<file path="src/design/flash_host_map.vh">
/*
 * constants for the parallel flash host controller: command codes,
 * protection read addresses, bus timing counts and operation timeouts.
 * assumes a 250 MHz system clock (4 ns period).
 */
`ifndef FLASH_HOST_MAP_VH
`define FLASH_HOST_MAP_VH

// clock period in picoseconds
`define CLK_PERIOD_PS      4000
// command bytes
`define CMD_SECTOR_SETUP   8'h20
`define CMD_SECTOR_EXEC    8'hD0
`define CMD_CHIP_ERASE     8'h30
`define CMD_PROGRAM_SETUP  8'h10
`define CMD_ABORT          8'hFF
`define CMD_IDENT          8'h90
// identification addresses
`define ADDR_MAKER_ID      19'h00000
`define ADDR_PART_ID       19'h00001
// protection read sequences (unlock ends 041A, lock ends 040A)
`define UNLOCK_A0          19'h01823
`define UNLOCK_A1          19'h01820
`define UNLOCK_A2          19'h01822
`define UNLOCK_A3          19'h00418
`define UNLOCK_A4          19'h0041B
`define UNLOCK_A5          19'h00419
`define UNLOCK_A6          19'h0041A
`define LOCK_A6            19'h0040A
// operation kinds at the user port
`define OP_READ            3'h0
`define OP_WRITE_CMD       3'h1
`define OP_PROGRAM         3'h2
`define OP_SECTOR_ERASE    3'h3
`define OP_CHIP_ERASE      3'h4
`define OP_UNLOCK          3'h5
`define OP_LOCK            3'h6
`define OP_ABORT           3'h7
// bus strobe phase length in clock cycles (120 ns)
`define PHASE_NS           120
`define PHASE_CYCLES       ((`PHASE_NS * 1000 + `CLK_PERIOD_PS - 1) / `CLK_PERIOD_PS)
// operation timeouts
`define SECTOR_ERASE_NS    4000000
`define CHIP_ERASE_NS      20000000
`define PROGRAM_NS         1000000
`define SETTLE_NS          1000
// divide by the period in ns so the erase products stay inside 32 bits
`define SECTOR_ERASE_CYC   (`SECTOR_ERASE_NS / (`CLK_PERIOD_PS / 1000))
`define CHIP_ERASE_CYC     (`CHIP_ERASE_NS / (`CLK_PERIOD_PS / 1000))
`define PROGRAM_CYC        (`PROGRAM_NS / (`CLK_PERIOD_PS / 1000))
`define SETTLE_CYC         (`SETTLE_NS / (`CLK_PERIOD_PS / 1000))

`endif

</file>
<file path="src/design/pin_sync.v">
/*
 * three-stage synchroniser for the flash data pins. a change is taken
 * once the second and third stages agree.
 * assumes inputs are asynchronous to clk.
 */
module pin_sync (
   input  wire       clk,
   input  wire       resetn,
   input  wire [7:0] pinIn,
   output reg  [7:0] pinOut
);

   reg [7:0] stage1Q;   // metastability catcher, read only by stage2
   reg [7:0] stage2Q;   // second stage
   reg [7:0] stage3Q;   // third stage

   // shift chain, and accept bits where stages two and three agree
   always @(posedge clk or negedge resetn) begin
      if (!resetn) begin
         stage1Q <= 8'h00;
         stage2Q <= 8'h00;
         stage3Q <= 8'h00;
         pinOut  <= 8'h00;
      end else begin
         stage1Q <= pinIn;
         stage2Q <= stage1Q;
         stage3Q <= stage2Q;
         pinOut  <= (stage2Q & stage3Q) | (pinOut & (stage2Q ^ stage3Q));
      end
   end

endmodule

</file>
<file path="src/design/flash_host.v">
/*
 * host controller for an asynchronous byte-wide flash with command
 * setup/execute pairs, read-sequence write lock and status polling.
 * assumes one 250 MHz clock, a flash wired to the pins below, and a user
 * that holds reqValid with its fields until reqReady pulses.
 */
// Function
// - write strobes with chip select held low
// - sector erase is 20H then D0H
// - timeout flagged on rspTimeout; caller reissues erase
// - chip erase is 30H written twice
// - program is 10H then address/data
// - end detected by toggling-bit polling
// - seven-read unlock and lock sequences
`include "flash_host_map.vh"
module flash_host (
   input  wire        clk,
   input  wire        resetn,
   input  wire        reqValid,     // user request present
   input  wire [2:0]  reqOp,        // operation kind
   input  wire [18:0] reqAddr,      // flash address
   input  wire [7:0]  reqData,      // data or raw command byte
   output reg         reqReady,     // one-cycle pulse: request finished
   output reg  [7:0]  rspData,      // read data, valid with reqReady
   output reg         rspTimeout,   // operation did not finish in time
   output reg         busy,         // request in progress
   output reg         writeLockState, // believed lock state of flash
   output reg  [18:0] flashAddr,    // address pins
   output reg  [7:0]  dataPinsOut,  // data pins, driven value
   output reg         dataPinsOe,   // high while host drives data pins
   input  wire [7:0]  dataPinsIn,   // data pins, sampled value
   output reg         chipSelectN,  // active-low chip select
   output reg         outGateN,     // active-low output gate
   output reg         writeStrobeN  // active-low write strobe
);

   // counts as integers first, then cut to the counter widths on purpose
   localparam integer PHASE_N  = `PHASE_CYCLES;
   localparam integer SECT_N   = `SECTOR_ERASE_CYC;
   localparam integer CHIP_N   = `CHIP_ERASE_CYC;
   localparam integer PROG_N   = `PROGRAM_CYC;
   localparam integer SETTLE_N = `SETTLE_CYC;
   localparam [7:0]   PHASE    = PHASE_N[7:0];
   localparam [23:0]  SECT_TO  = SECT_N[23:0];
   localparam [23:0]  CHIP_TO  = CHIP_N[23:0];
   localparam [23:0]  PROG_TO  = PROG_N[23:0];
   localparam [23:0]  SETTLE   = SETTLE_N[23:0];

   // state codes
   localparam [3:0] S_IDLE  = 4'h0;
   localparam [3:0] S_WSET  = 4'h1;  // address/data set up, strobes high
   localparam [3:0] S_WLOW  = 4'h2;  // write strobe low
   localparam [3:0] S_WHOLD = 4'h3;  // strobe risen, hold address/data
   localparam [3:0] S_RSET  = 4'h4;  // read address set up
   localparam [3:0] S_RLOW  = 4'h5;  // gate low, wait access time
   localparam [3:0] S_RHOLD = 4'h6;  // gate risen, hold address
   localparam [3:0] S_NEXT  = 4'h7;  // pick next bus step
   localparam [3:0] S_SETTL = 4'h8;  // wait after toggling stops
   localparam [3:0] S_DONE  = 4'h9;

   wire [7:0] pinsSync;  // synchronised data pins

   pin_sync syncPins (
      .clk    (clk),
      .resetn (resetn),
      .pinIn  (dataPinsIn),
      .pinOut (pinsSync)
   );

   reg [3:0]  state_q;   // sequencer state
   reg [7:0]  phase_q;   // cycles left in bus phase
   reg [2:0]  step_q;    // bus step within request
   reg [2:0]  op_q;      // latched operation
   reg [18:0] addr_q;    // latched address
   reg [7:0]  data_q;    // latched data
   reg [23:0] wait_q;    // operation timeout counter
   reg        poll_q;    // polling for completion
   reg        havePrev_q; // a previous poll read exists
   reg        prevTog_q; // toggling bit of previous poll read

   // address for the n-th protection read
   function [18:0] seqAddr;
      input [2:0] n;
      input       lock;
      begin
         case (n)
            3'd0:    seqAddr = `UNLOCK_A0;
            3'd1:    seqAddr = `UNLOCK_A1;
            3'd2:    seqAddr = `UNLOCK_A2;
            3'd3:    seqAddr = `UNLOCK_A3;
            3'd4:    seqAddr = `UNLOCK_A4;
            3'd5:    seqAddr = `UNLOCK_A5;
            default: seqAddr = lock ? `LOCK_A6 : `UNLOCK_A6;
         endcase
      end
   endfunction

   // index of the last bus step per request kind (one less than the step count)
   function [2:0] lastStep;
      input [2:0] op;
      begin
         case (op)
            `OP_PROGRAM, `OP_SECTOR_ERASE, `OP_CHIP_ERASE: lastStep = 3'd1;
            `OP_UNLOCK, `OP_LOCK:                         lastStep = 3'd6;
            default:                                      lastStep = 3'd0;
         endcase
      end
   endfunction

   // command byte written at each step
   function [7:0] wrByte;
      input [2:0] op;
      input [2:0] st;
      input [7:0] d;
      begin
         case (op)
            `OP_PROGRAM:      wrByte = st[0] ? d : `CMD_PROGRAM_SETUP;
            `OP_SECTOR_ERASE: wrByte = st[0] ? `CMD_SECTOR_EXEC
                                             : `CMD_SECTOR_SETUP;
            `OP_CHIP_ERASE:   wrByte = `CMD_CHIP_ERASE;
            `OP_ABORT:        wrByte = `CMD_ABORT;
            default:          wrByte = d;
         endcase
      end
   endfunction

   wire isRead = (op_q == `OP_READ) || (op_q == `OP_UNLOCK) || (op_q == `OP_LOCK);
   wire needPoll = (op_q == `OP_PROGRAM) || (op_q == `OP_SECTOR_ERASE) ||
                   (op_q == `OP_CHIP_ERASE);

   // main sequencer: every pin and response is a flip-flop
   always @(posedge clk or negedge resetn) begin
      if (!resetn) begin
         state_q        <= S_IDLE;
         phase_q        <= 8'h00;
         step_q         <= 3'd0;
         op_q           <= `OP_READ;
         addr_q         <= 19'h00000;
         data_q         <= 8'h00;
         wait_q         <= 24'h000000;
         poll_q         <= 1'b0;
         havePrev_q     <= 1'b0;
         prevTog_q      <= 1'b0;
         reqReady       <= 1'b0;
         rspData        <= 8'h00;
         rspTimeout     <= 1'b0;
         busy           <= 1'b0;
         writeLockState <= 1'b1;        // flash powers up locked
         flashAddr      <= 19'h00000;
         dataPinsOut    <= 8'h00;
         dataPinsOe     <= 1'b0;
         chipSelectN    <= 1'b1;        // deselected
         outGateN       <= 1'b1;
         writeStrobeN   <= 1'b1;
      end else begin
         reqReady <= 1'b0;
         if (phase_q != 8'h00)
            phase_q <= phase_q - 8'h01;
         if (poll_q && wait_q != 24'h000000)
            wait_q <= wait_q - 24'h000001;
         case (state_q)
            // take a request
            S_IDLE: begin
               // the finished request may still be held while reqReady stands
               if (reqValid && !reqReady) begin
                  op_q       <= reqOp;
                  addr_q     <= reqAddr;
                  data_q     <= reqData;
                  step_q     <= 3'd0;
                  poll_q     <= 1'b0;
                  havePrev_q <= 1'b0;
                  rspTimeout <= 1'b0;
                  busy       <= 1'b1;
                  state_q    <= S_NEXT;
               end
            end
            // decide what the next bus cycle is
            S_NEXT: begin
               chipSelectN <= 1'b0;
               phase_q     <= PHASE;
               if (poll_q || isRead) begin
                  // read cycle; gate never low together with strobe
                  flashAddr  <= (op_q == `OP_UNLOCK || op_q == `OP_LOCK) ?
                                seqAddr(step_q, op_q == `OP_LOCK) : addr_q;
                  dataPinsOe <= 1'b0;
                  state_q    <= S_RSET;
               end else begin
                  // address settles before the strobe falls
                  flashAddr   <= addr_q;
                  dataPinsOut <= wrByte(op_q, step_q, data_q);
                  dataPinsOe  <= 1'b1;
                  state_q     <= S_WSET;
               end
            end
            S_WSET: if (phase_q == 8'h00) begin
               writeStrobeN <= 1'b0;    // strobe with select low
               phase_q      <= PHASE;
               state_q      <= S_WLOW;
            end
            S_WLOW: if (phase_q == 8'h00) begin
               writeStrobeN <= 1'b1;    // data held through the rise
               phase_q      <= PHASE;
               state_q      <= S_WHOLD;
            end
            S_WHOLD: if (phase_q == 8'h00) begin
               chipSelectN <= 1'b1;
               dataPinsOe  <= 1'b0;
               if (step_q != lastStep(op_q)) begin
                  step_q  <= step_q + 3'd1;
                  state_q <= S_NEXT;
               end else if (needPoll) begin
                  // operation started at the strobe rise
                  poll_q  <= 1'b1;
                  wait_q  <= (op_q == `OP_SECTOR_ERASE) ? SECT_TO :
                             (op_q == `OP_CHIP_ERASE) ? CHIP_TO : PROG_TO;
                  state_q <= S_NEXT;
               end else begin
                  state_q <= S_DONE;
               end
            end
            S_RSET: if (phase_q == 8'h00) begin
               outGateN <= 1'b0;        // read with strobe high
               phase_q  <= PHASE + 8'h03; // covers synchroniser delay
               state_q  <= S_RLOW;
            end
            S_RLOW: if (phase_q == 8'h00) begin
               outGateN <= 1'b1;        // flash releases pins
               rspData  <= pinsSync;
               phase_q  <= PHASE;       // address held past gate rise
               state_q  <= S_RHOLD;
            end
            S_RHOLD: if (phase_q == 8'h00) begin
               chipSelectN <= 1'b1;
               if (poll_q) begin
                  // toggling bit flips while busy
                  havePrev_q <= 1'b1;
                  prevTog_q  <= rspData[6];
                  if (havePrev_q && prevTog_q == rspData[6]) begin
                     poll_q  <= 1'b0;
                     wait_q  <= SETTLE;   // all bits valid after settle
                     state_q <= S_SETTL;
                  end else if (wait_q == 24'h000000) begin
                     // overdue; caller reissues erase
                     poll_q     <= 1'b0;
                     rspTimeout <= 1'b1;
                     state_q    <= S_DONE;
                  end else begin
                     state_q <= S_NEXT;
                  end
               end else if (step_q != lastStep(op_q)) begin
                  step_q  <= step_q + 3'd1;
                  state_q <= S_NEXT;
               end else begin
                  if (op_q == `OP_UNLOCK)
                     writeLockState <= 1'b0;
                  if (op_q == `OP_LOCK)
                     writeLockState <= 1'b1;
                  state_q <= S_DONE;
               end
            end
            S_SETTL: begin
               wait_q <= wait_q - 24'h000001;
               if (wait_q == 24'h000001)
                  state_q <= S_DONE;
            end
            // report; abort leaves lock state untouched
            S_DONE: begin
               reqReady <= 1'b1;
               busy     <= 1'b0;
               state_q  <= S_IDLE;
            end
            default: state_q <= S_IDLE;
         endcase
      end
   end

endmodule

</file>
<file path="config.mk">
export PLATFORM = sky130hd
export DESIGN_NAME = flash_host
export DESIGN_NICKNAME = d
export VERILOG_FILES = /design/src/design/pin_sync.v /design/src/design/flash_host.v
export VERILOG_INCLUDE_DIRS = /design/src /design/src/design
export SDC_FILE = /design/constraint.sdc
export NUM_CORES = 1
export LEC_CHECK = 0
export ABC_AREA = 1
export BUFFER_PORTS_ARGS = -buffer_cell sky130_fd_sc_hd__buf_2
export CAP_MARGIN = 20
export CORE_MARGIN = 3
export CORE_UTILIZATION = 50
export CTS_CLUSTER_DIAMETER = 120
export DETAILED_ROUTE_END_ITERATION = 8
export MAX_ROUTING_LAYER = met4
export PLACE_DENSITY = 0.7
export SETUP_SLACK_MARGIN = 0.05
export SLEW_MARGIN = 15
export SYNTH_ARGS = -nofsm -noshare
export SYNTH_HDL_FRONTEND = slang
export SYNTH_HIERARCHICAL = 1
export SYNTH_SLANG_ARGS = --single-unit
</file>
<file path="constraint.sdc">
create_clock -name clk -period 3.1 [get_ports clk]
set_input_delay 0.465 -clock clk [delete_from_list [all_inputs] [get_ports clk]]
set_output_delay 0.465 -clock clk [all_outputs]
set_load 0.01 [all_outputs]
</file>
==> results of run 1 <==
cell usage after synthesis, types with 2 or more instances:
cell type	number	area, um2
dfstp_2	4	105.1
nand2_1	357	1340
and3_1	2	12.51
a21o_1	2	15.01
nor2_4	5	56.30
nand3_2	5	50.05
o21ai_1	8	40.04
nor3_1	5	25.02
clkbuf_1	4	15.01
o211ai_1	7	52.55
buf_2	12	60.06
a2bb2oi_1	5	43.79
xnor2_1	2	17.52
o31ai_1	2	15.01
a21boi_0	2	15.01
buf_4	2	15.01
nand2_2	8	50.05
inv_2	9	33.78
nor2_2	9	56.30
a31oi_1	3	18.77
nand3_1	76	380.4
dfrtp_1	143	3578
o21ai_0	46	230.2
ha_1	19	237.7
buf_6	2	22.52
or2_2	8	50.05
nor2_1	79	296.5
nand4_1	6	37.54
inv_1	91	341.6
xor2_1	12	105.1
clkinv_1	2	7.510
mux2_2	7	78.83
a21oi_1	29	145.1
power groups by stage:
stage / registers (mW) / logic, mW / clock network [mW]
6_report: 1.96 / 0.0876 / 1.99
3_3_place_gp: 1.99 / 0.0889 / 0
2_1_floorplan: 1.99 / 0.0169 / 0
4_1_cts: 1.96 / 0.0920 / 2.04
3_5_place_dp: 1.99 / 0.0901 / 0
5_1_grt: 1.96 / 0.105 / 2.11
cells by family (layout without fill, tap and decap cells):
family | count (synthesis) | after routing
xor+xnor | 14 | 14
buf+inv | 123 | 227
simple gates | 567 | 567
fa+ha+maj | 19 | 19
flops | 147 | 147
mux | 7 | 7
compound gates | 108 | 108
registers in the layout, indices dropped and copies added (netlist names), 3 cells and up:
signal,cells
phase_q,8
dataPinsOut,8
syncPins/pinOut,8
addr_q,19
syncPins/stage2Q,8
rspData,8
data_q,8
flashAddr,19
state_q,4
step_q,3
syncPins/stage1Q,8
op_q,3
syncPins/stage3Q,8
wait_q,24
stage by stage:
stage / instance area, um2 / power (mW) / hold WS (ps)
6_report: 8842 / 4.037 / 144.7
5_1_grt: 8842 / 4.180 / 131.4
4_1_cts: 8842 / 4.087 / 125.4
3_5_place_dp: 8263 / 2.084 / 338.1
3_3_place_gp: 8263 / 2.082 / 333.4
2_1_floorplan: 7660 / 2.007 / 169.4
path summary, 6_finish.rpt:
path / end / start / slack [ps]
worst max-delay path: wait_q[3]$_DFF_PN0_ / phase_q[0]$_DFF_PN0_ / 570
worst min-delay path: syncPins/stage1Q[6]$_DFF_PN0_ / dataPinsIn[6] / 140
worst max register to register: wait_q[3]$_DFF_PN0_ / phase_q[0]$_DFF_PN0_ / 570
worst min register to register: syncPins/stage2Q[4]$_DFF_PN0_ / syncPins/stage1Q[4]$_DFF_PN0_ / 350
max in group asynchronous: writeStrobeN$_DFFE_PN1P_ / resetn / 1770
min in group asynchronous: syncPins/stage2Q[3]$_DFF_PN0_ / resetn / 550
cell type report:
cell class	instances	area, um2	share of cell area
multi-input cells	715	3477	0.3932
flip-flops and latches	147	3684	0.4166
well taps	184	230.2	0.02604
clock inverters	15	143.9	0.01627
clock buffers	17	425.4	0.04811
inverters	102	382.9	0.04330
repair buffers	93	499.2	0.05646
metal layers:
metal | global-route usage | vias up | part of all wire
li1 | - | 3318 | -
met1 | 0.3037 | 3083 | 0.45
met2 | 0.3688 | 182 | 0.48
met3 | 0.04585 | 18 | 0.053
met4 | 0.07029 | 0 | 0.012
met5 | - | - | 0
==> key figures, run 1 <==
Synthesis
  • Main combinational cell family by area after synthesis: simple AND/OR/NAND/NOR gates
  • Ys async rst share: 1.000
  • Synth Register Bits: 147
  • Distinct cells, synth: 45
  • Synth Area in Simple Gates: 0.3172
  • EDFF count, synth: 0
  • Post-Synth Adder-Cell Area: 0.03104
  • Mapped Cells: 985
  • Syn. warnings: 6
  • XOR/XNOR Fraction of Synth Area: 0.01601
  • Register area share after synthesis: 0.4809
  • Ys flop type: dfrtp_1
  • Post-synthesis compound-gate area fraction: 0.07939
  • Syn nets: 1045
  • Post-Synthesis Cell Area: 7660 um2
  • Mapped Avg Cell Area: 7.776 um2
  • Mux contribution to synthesized area: 0.01029

Routing
  • Wire per inst: 14.12 um
  • Vias: 6601
  • ANT nets after route: 0
  • Starting DRT DRC Count: 462
  • TritonRoute pass-1 iters: 6
  • Vias per cell: 5.185
  • Detailed-route DRC error count: 0
  • Aggregate routed wire length: 17980 um

Layout
  • Fill cells: 1382
  • Ant. Diodes: 0
  • Post-route non-filler standard cell count: 1273
  • NumNets Final: 1136
  • P&R area growth vs syn: 15.44%
  • Layout Utilization: 0.5993
  • Commonest cells after routing, fill and taps aside: nand2_1, dfrtp_1, inv_1, buf_2, nor2_1
  • Fraction of layout cells with a size suffix above 1: 0.1680
  • Commonest non-fill, non-tap cell in the layout: nand2_1

STA
  • Max Clock Skew: 9.526 ps
  • Worst slew pin tran: 620.1 ps
  • Final worst slack: 573.9 ps
  • TNS Setup: 0 ps
  • F_max: 0.3959 GHz
  • Final Hold Vio Count: 0
  • Tmin final: 2526 ps
  • RSZ-0062 raised after global routing: no
  • Slew headroom: 0.5861
  • Slew Viols, Final: 0
  • Endpoints failing setup: 0
  • Fin crit share: 0.8149

Worst setup path
  • Most used cell, CP: nand2_1
  • Crit path max fanout: 16
  • Setup CP Type: flip-flop to flip-flop
  • Slowest stage delay, CP: 390 ps
  • Crit path max-delay family: simple AND/OR/NAND/NOR gates
  • CP required: 3380 ps
  • Type of origin of the critical path: flip-flop
  • Crit. path cell count: 11
  • FF-to-FF path depth: 11
  • Critical Path AT: 2810 ps
  • WP buf/inv: 2
  • Slowest cell on crit path: dfrtp_1
  • Crit. End Element: flip-flop
  • CP Cell Sequence: inv_1 > ha_1 > nand2_1 > nor2_2 > nand2_1 > inv_2 > nand2_1 > nand2_1 > nand3_1 > nand2_1 > o211ai_1

Hold path
  • Hold depth: 1
  • Worst Hold Class: primary input to flip-flop

CTS
  • TritonCTS Buffers: 17
  • Worst-skew pair later-pin latency: 430 ps
  • Clock root buffer: clkbuf_16
  • Max clock buf depth: 2
  • H-Tree Depth: 4
  • TritonCTS Sinks: 147
  • CTS tree: done
  • PostCTS Resize Cnt: 0
  • Post-CTS setup buffer count: 0
  • Clk pin slew, worst setup/hold paths: 60 ps
  • CTS Hold Bufs: 1

Pwr
  • Flop pwr share: 0.485
  • Int Power: 3.106 mW
  • Clock Power Share: 0.493
  • Leakage: 4.675 nW
  • Pwr per Cell Area: 456.6 nW/um2
  • Sw frac: 0.2306
  • Peak VDD IR: 0.3795 mV
  • Net switching power: 930.9 uW
  • Logic pwr share: 0.022

Floorplan
  • Core Box Area: 14750 um2
  • # rows: 44
  • Die Ht: 129.8 um
  • Total die area: 16840 um2
  • Top-Level Pins: 84
  • Chip Width: 129.8 um
  • Initial Util: 0.5192

Placement
  • Dpl ws: 640.1 ps
  • DP HPWL: 12810 um
  • GPL Wtd Cong: 0.9189
  • Port Buffers: 83
  • Inst Count DP: 1240

Global routing
  • Initial antenna violation count: 0
  • Tot GR Track Use: 0.2320
  • Largest net degree at the start of global routing: 53
  • Gr ovfl total: 0
  • Global-route wire length before repair: 30200 um
  • Vias in the first global route: 6273

Outcome
  • Status: finished clean

Flow run
  • Max Cap Viol: 0
Power figures use the tool's default switching activity.
==> inputs of run 2 (changes only) <==
--- a/config.mk
+++ b/config.mk
@@ -6,7 +6,7 @@
 export SDC_FILE = /design/constraint.sdc
 export NUM_CORES = 1
 export LEC_CHECK = 0
-export ABC_AREA = 1
+export ABC_AREA = 0
 export BUFFER_PORTS_ARGS = -buffer_cell sky130_fd_sc_hd__buf_2
 export CAP_MARGIN = 20
 export CORE_MARGIN = 3
==> constraint.sdc (replaced) <==
create_clock -name clk -period 2.4 [get_ports clk]
set_input_delay 0.36 -clock clk [delete_from_list [all_inputs] [get_ports clk]]
set_output_delay 0.36 -clock clk [all_outputs]
set_load 0.01 [all_outputs]
==> run 2 against run 1 <==
  * Clock power is 26% higher
  * Sequential power is 29% higher
  * Area after synthesis is 5.5% lower
  * Clock skew is 1.2 ps higher
  * Via count is 8.1% lower
  * Die area is 5.2% lower
  * Final cell count is 18% lower
  * Maximum frequency is 8.2% higher
  * Non-clock buffer count is 77 higher
  * Setup slack worse by 510 ps
  * Count of clock-buffer cells in the layout is 2 higher
  * Global-route usage is 0.82 points higher
==> key figures, run 2 <==
Synthesis
  • Most common cell in the synthesized netlist: dfrtp_1
  • Synth Register Bits: 147
  • Area share of the leading cell type in the synthesized netlist: 0.4943
  • Mapped Avg Cell Area: 10.39 um2
  • Syn nets: 757
  • Ys async rst share: 1.000
  • Syn. warnings: 6
  • Mapped Cells: 697
  • Most common library cells after synthesis: dfrtp_1, nand2_1, o21ai_0, a21oi_1, mux2_2
  • Distinct cells, synth: 71
  • Ys flop type: dfrtp_1
  • Register area share after synthesis: 0.5088
  • EDFF count, synth: 0
  • Post-Synthesis Cell Area: 7239 um2
  • Top cells by area, synth: dfrtp_1, mux2_2, nand2_1
  • Synth area leader: dfrtp_1

STA
  • Final worst slack: 65.94 ps
  • RSZ-0062 raised after global routing: yes
  • Max Clock Skew: 10.73 ps
  • Endpoints failing setup: 0
  • Tmin final: 2334 ps
  • Worst slew pin tran: 626.0 ps
  • Final Hold Vio Count: 0
  • Slew Viols, Final: 0
  • Slew headroom: 0.5826
  • F_max: 0.4284 GHz
  • TNS Setup: 0 ps
  • Fin crit share: 0.9725

Global routing
  • Gr ovfl total: 0
  • Largest net degree at the start of global routing: 53
  • Vias in the first global route: 6145
  • Initial antenna violation count: 0
  • Tot GR Track Use: 0.2402
  • Global-route wire length before repair: 30080 um

Floorplan
  • Core Box Area: 14040 um2
  • Top-Level Pins: 84
  • Chip Width: 126.3 um
  • # rows: 43
  • Die Ht: 126.3 um
  • Total die area: 15960 um2
  • Initial Util: 0.5155

Layout
  • Area of the multi-input gates: 3485 um2
  • P&R area growth vs syn: 25.91%
  • Biggest register: wait_q
  • Register area: 3684 um2
  • Commonest non-fill, non-tap cell in the layout: dfrtp_1
  • Largest regs: wait_q x24, addr_q x19, flashAddr x19
  • Ant. Diodes: 0
  • Fill cells: 1076
  • NumNets Final: 907
  • Commonest cells after routing, fill and taps aside: dfrtp_1, buf_2, buf_4, nand2_1, o21ai_0
  • Max reg flops: 24
  • Fraction of layout cells with a size suffix above 1: 0.3419

Flow run
  • Max Cap Viol: 0

CTS
  • TritonCTS Buffers: 17
  • Max clock buf depth: 2
  • TritonCTS Sinks: 147
  • Worst-skew pair later-pin latency: 420 ps
  • H-Tree Depth: 4
  • Clock root buffer: clkbuf_16
  • Clk pin slew, worst setup/hold paths: 60 ps
  • CTS tree: done

Pwr
  • Int Power: 3.948 mW
  • Leakage: 4.286 nW
  • Flop pwr share: 0.491
  • Pwr per Cell Area: 565.5 nW/um2
  • Sw frac: 0.2340
  • Net switching power: 1.206 mW
  • Clock Power Share: 0.487
  • Logic pwr share: 0.022
  • Peak VDD IR: 0.5534 mV

Routing
  • Wire per inst: 17.46 um
  • TritonRoute pass-1 iters: 5
  • Vias per cell: 5.835
  • Detailed-route DRC error count: 0
  • Vias: 6068
  • ANT nets after route: 0
  • Aggregate routed wire length: 18160 um
  • Starting DRT DRC Count: 347

Worst setup path
  • CP required: 2690 ps
  • Critical Path AT: 2620 ps
  • Crit path max fanout: 7
  • Crit. End Element: flip-flop
  • Type of origin of the critical path: flip-flop
  • Setup CP Type: flip-flop to flip-flop

Placement
  • Port Buffers: 83
  • DP HPWL: 12780 um
  • Dpl ws: -17.39 ps
  • GPL Wtd Cong: 0.9439

Hold path
  • Worst Hold Class: primary input to flip-flop

Outcome
  • Status: finished clean
run 2: changes by cell type in the layout (fill, tap and decap cells not counted), moves of 11 or more:
| cell | before | now |
|---|---|---|
| nor2_1 | 79 | 34 |
| buf_4 | 9 | 82 |
| nand2_1 | 357 | 70 |
| a21o_1 | 2 | 13 |
| inv_1 | 91 | 12 |
| nand3_1 | 76 | 14 |
| mux2_2 | 7 | 42 |
| nor3_1 | 5 | 26 |
| a21oi_1 | 29 | 42 |
run 2: critical path, stage by stage (launching register included):
cell	delay, ps
dfrtp_1	390
inv_2	80
ha_4	130
or4b_4	520
a2111oi_4	290
buf_4	190
o211ai_1	170
buf_4	210
nand2_4	90
a311oi_1	120
run 2: power groups by stage:
stage | sequential (mW) | combinational (mW) | clock [mW]
2_1_floorplan | 2.57 | 0.0222 | 0
3_3_place_gp | 2.57 | 0.112 | 0
3_5_place_dp | 2.58 | 0.118 | 0
4_1_cts | 2.53 | 0.120 | 2.56
5_1_grt | 2.53 | 0.134 | 2.68
6_report | 2.53 | 0.115 | 2.51
run 2: routing by layer:
metal  vias to the layer above  global-route usage  routed length (um)
met3                        35             0.05684                1053
li1                       2840                   -                   -
met2                       198              0.3894                9106
met1                      2995              0.3040                7641
met4                         0             0.07003                 357
met5                         -                   -                   0
run 2: cell type report:
cell class              count  share of cell area
clock inverters            13             0.01277
flip-flops and latches    147              0.4041
clock buffers              19             0.04859
inverters                  15            0.006726
repair buffers            170              0.1208
multi-input cells         496              0.3823
well taps                 180             0.02471
run 2: repair_timing:
item,CTS,global route
pin swaps,4,13
endpoints found under the hold margin,45,0
setup buffers,8,10
resized for setup,6,36
hold buffers,1,0
endpoints found under the setup margin,7,19
run 2: stage by stage:
step,hold WS [ps],power [mW],cell area (um2),utilization,std cells
2_1_floorplan,64.41,2.593,7257,-,697
3_3_place_gp,324.6,2.684,8235,0.5865,990
3_5_place_dp,333.6,2.694,8235,0.5865,990
4_1_cts,25.55,5.215,8887,0.6329,1031
5_1_grt,21.48,5.343,9115,0.6491,1040
6_report,41.60,5.155,9115,0.6491,1040
run 2: path summary, 6_finish.rpt:
kind | startpoint | to | slack, ps | depth (start not counted)
max | phase_q[0]$_DFF_PN0_ | wait_q[13]$_DFF_PN0_ | 70 | 9
min | dataPinsIn[5] | syncPins/stage1Q[5]$_DFF_PN0_ | 40 | 1
max reg2reg | phase_q[0]$_DFF_PN0_ | wait_q[13]$_DFF_PN0_ | 70 | 9
min reg2reg | syncPins/stage1Q[4]$_DFF_PN0_ | syncPins/stage2Q[4]$_DFF_PN0_ | 350 | 0
max in group asynchronous | resetn | outGateN$_DFFE_PN1P_ | 1180 | 3
min in group asynchronous | resetn | rspTimeout$_DFFE_PN0P_ | 450 | 2
run 2: cells by family (layout without fill, tap and decap cells):
logic type               after synthesis  count (layout)  share of synthesized area
flip-flops                           147             147                     0.5088
multiplexers                          45              45                    0.06948
AO/OA/AOI/OAI                        187             187                     0.1704
adder cells (fa/ha/maj)               19              19                    0.03284
AND/OR/NAND/NOR                      228             228                     0.1635
buffers and inverters                 54             217                    0.03439
XOR/XNOR                              17              17                    0.02057
==> inputs of run 3 (changes only) <==
--- a/config.mk
+++ b/config.mk
@@ -14,7 +14,7 @@
 export CTS_CLUSTER_DIAMETER = 120
 export DETAILED_ROUTE_END_ITERATION = 8
 export MAX_ROUTING_LAYER = met4
-export PLACE_DENSITY = 0.7
+export PLACE_DENSITY = 0.74
 export SETUP_SLACK_MARGIN = 0.05
 export SLEW_MARGIN = 15
 export SYNTH_ARGS = -nofsm -noshare
==> run 3 against run 2 <==
  * The run now ends with negative setup slack left
  * Core utilization up 0.69 points
  * Register-to-register slack worse by 220 ps
  * Hold slack worse by 4.8 ps
  * Setup slack worse by 220 ps
  * Routed wire length up 4.5%
  * Combinational power about the same
  * Non-clock buffer count down 3
  * Total power up 1.2%
==> key figures, run 3 (same netlist as run 2, synthesis figures left out) <==
Pwr
  • Net switching power: 1.253 mW
  • Peak VDD IR: 1.014 mV
  • Logic pwr share: 0.022
  • Leakage: 4.294 nW
  • Sw frac: 0.2401
  • Clock Power Share: 0.493
  • Flop pwr share: 0.485
  • Int Power: 3.964 mW
  • Pwr per Cell Area: 566.2 nW/um2

Outcome
  • Status: finished, violations left
  • Failing checks: negative setup slack

Global routing
  • Largest net degree at the start of global routing: 61
  • Tot GR Track Use: 0.2422
  • Global-route wire length before repair: 30280 um
  • Initial antenna violation count: 0
  • Vias in the first global route: 6230
  • Gr ovfl total: 0

Floorplan
  • # rows: 43
  • Top-Level Pins: 84
  • Total die area: 15960 um2
  • Core Box Area: 14040 um2
  • Chip Width: 126.3 um
  • Initial Util: 0.5155
  • Die Ht: 126.3 um

Placement
  • Cell Area, Placed: 8248 um2
  • Dpl ws: -113.7 ps
  • Port Buffers: 83
  • GPL Wtd Cong: 0.9520
  • DP HPWL: 12970 um

STA
  • Slew Viols, Final: 0
  • Fin crit share: 1.064
  • Endpoints failing setup: 12
  • Final Hold Vio Count: 0
  • RSZ-0062 raised after global routing: yes
  • Slew headroom: 0.5660
  • TNS Setup: -533.0 ps
  • Worst slew pin tran: 651.0 ps
  • Max Clock Skew: 10.77 ps
  • Final hold slack: 36.77 ps
  • Tmin final: 2553 ps
  • F_max: 0.3916 GHz
  • Final worst slack: -153.5 ps

Routing
  • Wire per inst: 18.29 um
  • Vias: 6138
  • ANT nets after route: 0
  • Starting DRT DRC Count: 489
  • Vias per cell: 5.919
  • Detailed-route DRC error count: 0
  • Aggregate routed wire length: 18970 um
  • TritonRoute pass-1 iters: 7

Hold path
  • Hold depth: 1
  • Worst Hold Class: primary input to flip-flop
  • Worst Hold End: syncPins/stage1Q[6]$_DFF_PN0_
  • Worst hold start: dataPinsIn[6]

Worst setup path
  • Crit. path cell count: 10
  • Critical Path AT: 2850 ps
  • WP buf/inv: 3
  • R2R setup slack: -150 ps
  • FF-to-FF End: wait_q[4]$_DFF_PN0_
  • Type of origin of the critical path: flip-flop
  • CP Cell Sequence: inv_2 > ha_4 > or4b_4 > buf_12 > nor2_8 > inv_4 > a31oi_4 > a21oi_4 > or3_1 > a22o_1
  • Crit path max fanout: 6
  • Crit path max-delay family: simple AND/OR/NAND/NOR gates
  • Setup CP Type: flip-flop to flip-flop
  • Crit. End Element: flip-flop
  • Slowest cell on crit path: or4b_4
  • CP required: 2700 ps
  • Reg-to-Reg Start: phase_q[0]$_DFF_PN0_
  • FF-to-FF path depth: 10
  • Slowest stage delay, CP: 510 ps

Layout
  • Commonest cells after routing, fill and taps aside: dfrtp_1, buf_2, buf_4, nand2_1, o21ai_0
  • P&R area growth vs syn: 27.26%
  • Ant. Diodes: 0
  • Biggest register: wait_q
  • Largest regs: wait_q x24, addr_q x19, flashAddr x19
  • NumNets Final: 904
  • Max reg flops: 24
  • Finished Cell Area: 9213 um2
  • Commonest non-fill, non-tap cell in the layout: dfrtp_1
  • Fraction of layout cells with a size suffix above 1: 0.3536

CTS
  • TritonCTS Sinks: 147
  • Clock root buffer: clkbuf_16
  • TritonCTS Buffers: 17
  • Max clock buf depth: 2
  • Worst-skew pair later-pin latency: 430 ps
  • CTS tree: done
  • H-Tree Depth: 4
  • Clk pin slew, worst setup/hold paths: 70 ps

Flow run
  • Max Cap Viol: 0
## run 3: worst reg2reg max path, delay by kind of cell, from the launching register on
kind	cells	cell delay [ps]
compound gates	3	530
flops	1	430
fa+ha+maj	1	150
buf+inv	3	350
simple gates	3	990
## run 3: timing repair
| action | 4_1_cts | 5_1_grt |
|---|---|---|
| setup buffers | 4 | 10 |
| gates resized for setup | 19 | 39 |
| endpoints found under the setup margin | 22 | 33 |
| endpoints found under the hold margin | 56 | 0 |
| pin swaps | 11 | 16 |
| hold buffers | 1 | 0 |
## run 3: layout make-up
type / instances / area [um2]
Clock buffer: 18 / 439.2
Tap cell: 180 / 225.2
Timing Repair Buffer: 167 / 1124
Sequential cell: 147 / 3684
Fill cell: 1020 / 4830
Inverter: 15 / 58.81
Clock inverter: 14 / 130.1
Multi-Input combinational cell: 496 / 3552
## run 3: metal layers
layer  global-route usage  up-vias  part of all wire
met3              0.05221       42             0.059
li1                     -     2830                 -
met4              0.08644        0             0.023
met2               0.3984      231              0.52
met1               0.2977     3035              0.40
met5                    -        -                 0
## run 3: worst max path at each step
stage                                    start              endpoint  slack (ps)
after floorplan           phase_q[0]$_DFF_PN0_   wait_q[4]$_DFF_PN0_           4
after global placement    phase_q[0]$_DFF_PN0_   wait_q[8]$_DFF_PN0_         -20
after detailed placement  phase_q[0]$_DFF_PN0_   wait_q[8]$_DFF_PN0_        -110
after CTS                 phase_q[0]$_DFF_PN0_  wait_q[23]$_DFF_PN0_        -100
after global routing      phase_q[0]$_DFF_PN0_   wait_q[4]$_DFF_PN0_        -220
final                     phase_q[0]$_DFF_PN0_   wait_q[4]$_DFF_PN0_        -150
## run 3: power groups by stage
stage               Combinational [mW]  Clock [mW]  Sequential [mW]
floorplan                       0.0222           0             2.57
finish                           0.116        2.57             2.53
detailed placement               0.120           0             2.58
global route                     0.135        2.73             2.53
global placement                 0.112           0             2.57
CTS                              0.122        2.61             2.53
## run 3: stage by stage
step	total power, mW	util	cells
global placement	2.685	0.5874	990
floorplan	2.593	-	697
detailed placement	2.696	0.5874	990
finish	5.216	0.6561	1037
global route	5.398	0.6561	1037
CTS	5.261	0.6371	1027
